**config.mk**
```make
export PLATFORM = sky130hd
export DESIGN_NAME = led_pwm_channel_select_ctrl
export DESIGN_NICKNAME = d
export VERILOG_FILES = /design/src/common/led_pwm_pkg.sv /design/src/hw/flag_sync.sv /design/src/hw/led_pwm_channel_select_ctrl.sv
export SDC_FILE = /design/constraint.sdc
export NUM_CORES = 1
export LEC_CHECK = 0
export ABC_AREA = 0
export BUFFER_PORTS_ARGS = -buffer_cell sky130_fd_sc_hd__buf_4
export CAP_MARGIN = 20
export CORE_MARGIN = 5
export CORE_UTILIZATION = 40
export CTS_BUF_LIST = sky130_fd_sc_hd__clkbuf_4 sky130_fd_sc_hd__clkbuf_8 sky130_fd_sc_hd__clkbuf_16
export DETAILED_ROUTE_END_ITERATION = 8
export SYNTH_ARGS = -nofsm -noshare
export SYNTH_HDL_FRONTEND = slang
export SYNTH_SLANG_ARGS = --single-unit
```
**constraint.sdc**
```tcl
create_clock -name clk_in -period 13.9 [get_ports clk_in]
set_input_delay 2.78 -clock clk_in [delete_from_list [all_inputs] [get_ports clk_in]]
set_output_delay 2.78 -clock clk_in [all_outputs]
set_load 0.02 [all_outputs]
```
**src/common/led_pwm_pkg.sv**
```systemverilog
// package: constants and carrier types for the led pwm channel select controller
// assumes a 125 MHz system clock; analog levels arrive as comparator flags
package led_pwm_pkg;

  // system clock
  localparam int unsigned CLK_HZ          = 125_000_000;
  localparam int unsigned CLK_PERIOD_PS   = 8000;

  // switching frequency and duty ceiling
  localparam int unsigned SWITCH_FREQ_HZ  = 66_000;
  localparam int unsigned PERIOD_CYCLES   = CLK_HZ / SWITCH_FREQ_HZ;           // 1893
  localparam int unsigned DUTY_CEIL_PCT   = 79;
  localparam int unsigned DUTY_CEIL_CYCLES = (PERIOD_CYCLES * DUTY_CEIL_PCT) / 100; // rounds down

  // minimum on time and blanking, least times round up
  localparam int unsigned MIN_ON_PS       = 250_000;
  localparam int unsigned MIN_ON_CYCLES   = (MIN_ON_PS + CLK_PERIOD_PS - 1) / CLK_PERIOD_PS;
  localparam int unsigned BLANK_PS        = 750_000;
  localparam int unsigned BLANK_CYCLES    = (BLANK_PS + CLK_PERIOD_PS - 1) / CLK_PERIOD_PS;

  // short circuit rest and line debounce
  localparam int unsigned SC_REST_PERIODS = 3;
  localparam int unsigned DEBOUNCE_MS     = 19;
  localparam int unsigned DEBOUNCE_CYCLES = (CLK_HZ / 1000) * DEBOUNCE_MS;    // 2375000

  // widths
  localparam int unsigned PHASE_W         = 11;
  localparam int unsigned RAMP_W          = 8;
  localparam int unsigned DEB_W           = 22;
  localparam int unsigned REST_W          = 2;

  // reset values
  localparam logic        SELECT_A_RESET  = 1'b1;

  // supply state machine
  typedef enum logic [1:0] {
    SUPPLY_OFF,
    SUPPLY_RUN,
    SUPPLY_HALT
  } supply_state_t;

  // raw comparator flags from the analog front end
  typedef struct packed {
    logic supply_turn_on_level;   // supply above turn-on level
    logic supply_turn_off_level;  // supply above turn-off level
    logic line_on;                // line sense above rising level
    logic line_off;               // line sense above falling level
    logic cycle_limit_level;      // switch current above cycle limit
    logic short_circuit_level;    // switch current above short-circuit level
  } comp_flags_t;

  // string select pair
  typedef struct packed {
    logic string_a_select;
    logic string_b_select;
  } string_sel_t;

endpackage : led_pwm_pkg

```
**src/hw/flag_sync.sv**
```systemverilog
// two-stage synchroniser for one asynchronous flag
// assumes the flag is a slow level from an analog comparator
`timescale 1ns/1ps
module flag_sync (
  // clock and reset
  input  wire logic clk_in,
  input  wire logic reset_in,
  // flag
  input  wire logic flag_in,
  output logic      flag_out
);

  logic meta_ff;

  // first stage feeds only the second
  always_ff @(posedge clk_in or posedge reset_in) begin
    if (reset_in) begin
      meta_ff  <= 1'b0;
      flag_out <= 1'b0;
    end else begin
      meta_ff  <= flag_in;
      flag_out <= meta_ff;
    end
  end

endmodule : flag_sync

```
**src/hw/led_pwm_channel_select_ctrl.sv**
```systemverilog
// led pwm channel select controller: gate drive pwm, supply lockout, line debounce, string select
// assumes comparator flags are asynchronous; reset_in is the logic reset level indication
//
// Contract
// RQ1: switching cycles repeat at about 66 kHz from an internal period counter.
// RQ2: each gate pulse ends no later than 79 percent of the period.
// RQ3: a started pulse stays high at least 250 ns before any turn-off; the code ends it at once when the state leaves SUPPLY_RUN.
// RQ4: the pulse ends when the internal ramp reaches the loop error level.
// RQ5: nothing runs until the supply turn-on flag shows the supply above the turn-on level; the code runs the period counter and line hysteresis from reset.
// RQ6: below the turn-off level the gate stops but string select and its timer keep running; the code clears the timer in SUPPLY_OFF.
// RQ7: below the logic reset level all control logic, string select included, is reset.
// RQ8: line sense uses hysteresis between the rising and falling comparator flags.
// RQ9: line absence must persist 19 ms before it counts as a switch-off event.
// RQ10: switch current is compared against a cycle limit and a higher short-circuit level.
// RQ11: a cycle limit trip holds the gate off for the rest of the cycle only.
// RQ12: a short-circuit trip suppresses pulses for three switching cycles.
// RQ13: a finished debounce stops the gate and swaps the selected string at the next power-up.
// RQ14: the current comparison is ignored for the first 750 ns of each cycle.
// RQ15: every comparator flag passes a two-stage synchroniser before use.
// RQ16: after full reset string a is selected and string b is off.
`timescale 1ns/1ps
module led_pwm_channel_select_ctrl
  import led_pwm_pkg::*;
(
  // clock and reset
  input  wire logic                       clk_in,
  input  wire logic                       reset_in,
  // analog comparator flags
  input  wire led_pwm_pkg::comp_flags_t   comp_in,
  // loop error level from the error amplifier, full scale at ramp top
  input  wire logic [led_pwm_pkg::RAMP_W-1:0] error_level_in,
  // outputs
  output logic                            gate_drive_out,
  output led_pwm_pkg::string_sel_t        string_sel_out
);

  import led_pwm_pkg::*;

  ////////////////////////////////////////////////////////////////////////////
  // synchronised flags
  comp_flags_t   sync_flags;

  // RQ15 two-stage synchronisers
  for (genvar i = 0; i < $bits(comp_flags_t); i++) begin : g_sync
    flag_sync u_sync (
      .clk_in   (clk_in),
      .reset_in (reset_in),
      .flag_in  (comp_in[i]),
      .flag_out (sync_flags[i])
    );
  end

  ////////////////////////////////////////////////////////////////////////////
  // supply state
  supply_state_t state_ff;
  supply_state_t nxt_state;
  logic          swap_pending_ff;
  logic          debounce_done;

  // RQ5 turn-on gating, RQ6 turn-off halt, RQ13 debounce halt
  always_comb begin
    nxt_state = state_ff;
    case (state_ff)
      SUPPLY_OFF: begin
        if (sync_flags.supply_turn_on_level) begin
          nxt_state = SUPPLY_RUN;
        end
      end
      SUPPLY_RUN: begin
        if (!sync_flags.supply_turn_off_level || debounce_done) begin
          nxt_state = SUPPLY_HALT;
        end
      end
      SUPPLY_HALT: begin
        if (!sync_flags.supply_turn_off_level) begin
          nxt_state = SUPPLY_OFF;
        end
      end
      default: nxt_state = SUPPLY_OFF;
    endcase
  end

  // RQ7 full reset of control logic
  always_ff @(posedge clk_in or posedge reset_in) begin
    if (reset_in) begin
      state_ff <= SUPPLY_OFF;
    end else begin
      state_ff <= nxt_state;
    end
  end

  ////////////////////////////////////////////////////////////////////////////
  // line detection with hysteresis and debounce
  logic              line_present_ff;
  logic [DEB_W-1:0]  deb_cnt_ff;

  // RQ8 hysteresis between rising and falling levels
  always_ff @(posedge clk_in or posedge reset_in) begin
    if (reset_in) begin
      line_present_ff <= 1'b0;
    end else if (sync_flags.line_on) begin
      line_present_ff <= 1'b1;
    end else if (!sync_flags.line_off) begin
      line_present_ff <= 1'b0;
    end
  end

  assign debounce_done = (deb_cnt_ff == DEB_W'(DEBOUNCE_CYCLES - 1)) && !line_present_ff;

  // RQ9 debounce timer, held at zero while the supply state is SUPPLY_OFF
  always_ff @(posedge clk_in or posedge reset_in) begin
    if (reset_in) begin
      deb_cnt_ff <= '0;
    end else if (line_present_ff || state_ff == SUPPLY_OFF) begin
      deb_cnt_ff <= '0;
    end else if (deb_cnt_ff != DEB_W'(DEBOUNCE_CYCLES - 1)) begin
      deb_cnt_ff <= deb_cnt_ff + 1'b1;
    end
  end

  ////////////////////////////////////////////////////////////////////////////
  // string select
  // RQ13 swap armed by completed debounce while running
  always_ff @(posedge clk_in or posedge reset_in) begin
    if (reset_in) begin
      swap_pending_ff <= 1'b0;
    end else if (state_ff == SUPPLY_RUN && debounce_done) begin
      swap_pending_ff <= 1'b1;
    end else if (state_ff == SUPPLY_OFF && sync_flags.supply_turn_on_level) begin
      swap_pending_ff <= 1'b0;
    end
  end

  // RQ16 string a after reset, RQ13 swap on power-up
  always_ff @(posedge clk_in or posedge reset_in) begin
    if (reset_in) begin
      string_sel_out.string_a_select <= SELECT_A_RESET;
      string_sel_out.string_b_select <= !SELECT_A_RESET;
    end else if (state_ff == SUPPLY_OFF && sync_flags.supply_turn_on_level && swap_pending_ff) begin
      string_sel_out.string_a_select <= !string_sel_out.string_a_select;
      string_sel_out.string_b_select <= !string_sel_out.string_b_select;
    end
  end

  ////////////////////////////////////////////////////////////////////////////
  // switching period and ramp
  logic [PHASE_W-1:0] phase_ff;
  logic               period_start;
  logic [RAMP_W-1:0]  ramp;

  assign period_start = (phase_ff == PHASE_W'(PERIOD_CYCLES - 1));
  // ramp spans the full period in RAMP_W bits
  assign ramp = RAMP_W'((32'(phase_ff) << RAMP_W) / PERIOD_CYCLES);

  // RQ1 period counter
  always_ff @(posedge clk_in or posedge reset_in) begin
    if (reset_in) begin
      phase_ff <= '0;
    end else if (period_start) begin
      phase_ff <= '0;
    end else begin
      phase_ff <= phase_ff + 1'b1;
    end
  end

  ////////////////////////////////////////////////////////////////////////////
  // short-circuit rest
  logic [REST_W-1:0] rest_cnt_ff;
  logic              blanked;
  logic              sc_trip;
  logic              cl_trip;

  // RQ14 blanking window
  assign blanked = (phase_ff < PHASE_W'(BLANK_CYCLES));
  // RQ10 two current levels
  assign cl_trip = sync_flags.cycle_limit_level && !blanked;
  assign sc_trip = sync_flags.short_circuit_level && !blanked;

  // RQ12 three rest periods after a short-circuit trip
  always_ff @(posedge clk_in or posedge reset_in) begin
    if (reset_in) begin
      rest_cnt_ff <= '0;
    end else if (sc_trip && gate_drive_out) begin
      rest_cnt_ff <= REST_W'(SC_REST_PERIODS);
    end else if (period_start && rest_cnt_ff != '0) begin
      rest_cnt_ff <= rest_cnt_ff - 1'b1;
    end
  end

  ////////////////////////////////////////////////////////////////////////////
  // gate drive
  logic min_on_met;
  logic turn_off;

  // RQ3 minimum on time
  assign min_on_met = (phase_ff >= PHASE_W'(MIN_ON_CYCLES - 1));
  // RQ4 ramp crossing, RQ11 cycle limit, RQ12 short circuit
  assign turn_off = min_on_met && ((ramp >= error_level_in) || cl_trip || sc_trip);

  always_ff @(posedge clk_in or posedge reset_in) begin
    if (reset_in) begin
      gate_drive_out <= 1'b0;
    end else if (state_ff != SUPPLY_RUN || nxt_state != SUPPLY_RUN) begin
      // RQ6 gate stops on halt
      gate_drive_out <= 1'b0;
    end else if (period_start) begin
      // RQ11 resume next cycle, RQ12 unless resting
      // the rest count drops at this same edge, so only an empty count may start a pulse
      gate_drive_out <= (rest_cnt_ff == '0);
    end else if (phase_ff >= PHASE_W'(DUTY_CEIL_CYCLES - 1)) begin
      // RQ2 duty ceiling
      gate_drive_out <= 1'b0;
    end else if (turn_off) begin
      gate_drive_out <= 1'b0;
    end
  end

endmodule : led_pwm_channel_select_ctrl

```
==> metrics.cfg <==
[finish]
areaGrowthSynthToFinish_pct = 8.30
finalNonFillerCells = 1093
antennaDiodeCount = 0
stdcell_area_sq_mm = 0.00753
nNetsFinal = 903
drive_gt1_frac = 0.156

[sta]
skew_ps = 5.07
slew_headroom = 0.535
fin_crit_sh = 0.922
fmax_mhz = 78.0
slew_viol_final = 0
hold_viol = 0
worst_pin_slew_ps = 697
min_period_ps = 12820
setup_violations = 0

[critical_path]
cp_num_buf_inv = 4
crit_fanout = 12
cpMostUsedCell = ha_1
crit_arrival_ps = 13010
cp-start-kind = flop
cp_slowest_cell = dfrtp_2
cp.required_ps = 14090
cp-end-kind = flop
cp_top_family = compound AO/OA/AOI/OAI gates
critPathMaxStageDelay_ps = 500
path_class = flop to flop

[cts]
cts_buffers = 5
clk_pin_slew_ps = 70
clock_latency_ps = 300
cts_tree = done
cts_max_level = 2
cts_sinks = 54
clockBufferDepth = 2
cts_root_buf = clkbuf_16
cts_hold_buf = 0

[flow_run]
maxCapViolations = 0

[power]
powerDensity_mw_per_mm2 = 41.5
irDropWorstVdd_mv = 0.0485
leakagePower_nw = 2.94

[synthesis]
yosysUniqueCellTypes = 116
synth_warnings = 0
synth_largest_area_cell = dfrtp_1
synth_fp_nets = 896
synth-main-ff-cell = dfrtp_1
synth_edf_count = 0
synth_top_area_frac = 0.191
seq_area_frac_synth = 0.195
async_flop_share = 1.00
synthTopCellsByArea = dfrtp_1, nor2_1, xnor2_1, xor2_1, ha_1
synthCells = 860
ys_ff_latch = 54
avgSynthCellArea_sq_um = 8.08
netlist_area_sq_mm = 0.00695

[grt]
overflow = 0
grt_max_degree = 55
grt_pass1_vias = 6187
grt_usage = 0.181
antenna_found_initial = 0
grt_pass1_wl_um = 31000

[floorplanning]
dieArea_sq_mm = 0.0201
rows = 48
die_h_um = 142
initial_core_util = 0.405
ios = 19
core_sq_mm = 0.0172
die_width_um = 142

[placement]
dp_hpwl_um = 14400
place_inst = 1079
placed_area_sq_mm = 0.00725
portBuffers = 18
gp_congestion = 0.979

[detailed_routing]
drt-initial-drc-count = 560
ant_nets = 0
wirelength_um = 18700
routedWlPerCell_um = 17.1
via_count = 6649
drt_pass1_iterations = 5
drcViolationCount = 0
avgViaCountPerCell = 6.08

[outcome]
status = complete, no violations

[worst_hold_path]
hp-class = flop to flop

cell usage after synthesis, drive strengths merged (9+ instances only):
cell,number
o211ai,13
a21o,10
a21oi,45
o31ai,18
nor4,10
and3,13
mux2i,14
nor3,22
or3,10
dfrtp,53
nand4,11
nor2,101
xor2,31
nand2b,10
buf,18
a31oi,9
nand2,67
a211oi,15
nand3,38
xnor2,43
ha,20
nor2b,9
and2,14
o21ai,57
inv,37
clkbuf,14
timing repair:
action                     CTS  global route
setup buffers                0             6
setup endpoints to repair    0             1
resized for setup            0            17
sequential cells by signal (all words and copies together), names as in the netlist:
signal,flops
gate_drive_out,1
state_ff,2
rest_cnt_ff,2
string_sel_out,2
deb_cnt_ff,22
g_sync.u_sync.flag_out,6
line_present_ff,1
phase_ff,11
g_sync.u_sync.meta_ff,6
swap_pending_ff,1
report_power, final:
| part | total, W | switching [W] | internal [W] | leakage (nW) |
|---|---|---|---|---|
| sequential | 0.000165 | 0.00000432 | 0.000161 | 0.695 |
| combinational | 0.0000176 | 0.00000994 | 0.00000761 | 2.17 |
| clock | 0.000129 | 0.0000607 | 0.0000685 | 0.0748 |
path summary, 6_finish.rpt:
kind | from | end | slack (ps) | cells after the start
worst max-delay path | phase_ff[1] | gate_drive_out | 1080 | 59
worst min-delay path | g_sync[3].u_sync.meta_ff | g_sync[3].u_sync.flag_out | 350 | 0
worst max register to register | phase_ff[1] | gate_drive_out | 1080 | 59
worst min register to register | g_sync[3].u_sync.meta_ff | g_sync[3].u_sync.flag_out | 350 | 0
max in group asynchronous | reset_in | phase_ff[0] | 10740 | 3
min in group asynchronous | reset_in | string_sel_out[0] | 2660 | 3
metal layers:
metal,part of all wire,track usage,routed length (um),vias to the layer above
li1,-,-,-,3268
met1,0.47,0.259,8740,3109
met2,0.47,0.291,8700,231
met3,0.047,0.0199,874,41
met4,0.020,0.0500,367,0
met5,0,0,0,-
cell families (layout without fill, tap and decap cells):
group | count (synthesis) | in the layout | synth area share
AO/OA/AOI/OAI | 274 | 274 | 0.321
adder cells (fa/ha/maj) | 20 | 20 | 0.0360
multiplexers | 21 | 21 | 0.0369
buffers and inverters | 69 | 77 | 0.0470
flip-flops | 54 | 54 | 0.195
XOR/XNOR | 74 | 74 | 0.0954
AND/OR/NAND/NOR | 348 | 348 | 0.269
through the flow:
step	setup slack, ps	utilization	total power [W]	setup TNS (ps)	hold slack (ps)
floorplan	1810	-	0.000178	0	331
detailed placement	622	0.422	0.000186	0	336
global placement	940	0.422	0.000186	0	335
CTS	569	0.431	0.000316	0	354
global route	-21.3	0.438	0.000325	-21.3	359
finish	1080	0.438	0.000312	0	350
worst reg2reg max path, delay by kind of cell (launching register included):
kind	cells	cell delay, ps
muxes	3	590
buffers and inverters	4	620
adders and majority gates	8	2830
AOI/OAI and AO/OA	28	6080
DFF	1	500
and+or+nand+nor	16	2100
cell type report:
cell class	instances	area, sq um
Timing Repair Buffer	32	240
Inverter	37	146
Fill cell	1746	9650
Multi-Input combinational cell	737	5350
Clock inverter	3	26.3
Tap cell	225	282
Sequential cell	54	1360
Clock buffer	5	125
cells in the final DEF, fill, tap and decap left out, types with 6 or more instances in the layout:
cell type,n
dfrtp_1,48
xor2_1,30
a211oi_1,11
nor2_1,98
o21ai_1,10
or3_1,9
and2_1,12
nand4_1,11
or4_1,6
xnor2_1,40
nor4_1,8
o31a_1,8
a21o_1,9
mux2_2,7
nor3_1,20
nor2b_1,9
mux2i_1,10
nand2_1,65
o21a_1,8
o21ai_0,42
buf_4,32
inv_1,31
o211ai_1,12
or2_2,6
a31oi_1,7
ha_1,18
and3_1,13
nand3_1,34
nand2b_1,10
o31ai_1,13
a21oi_1,42
(Power assumes the default switching activity.)
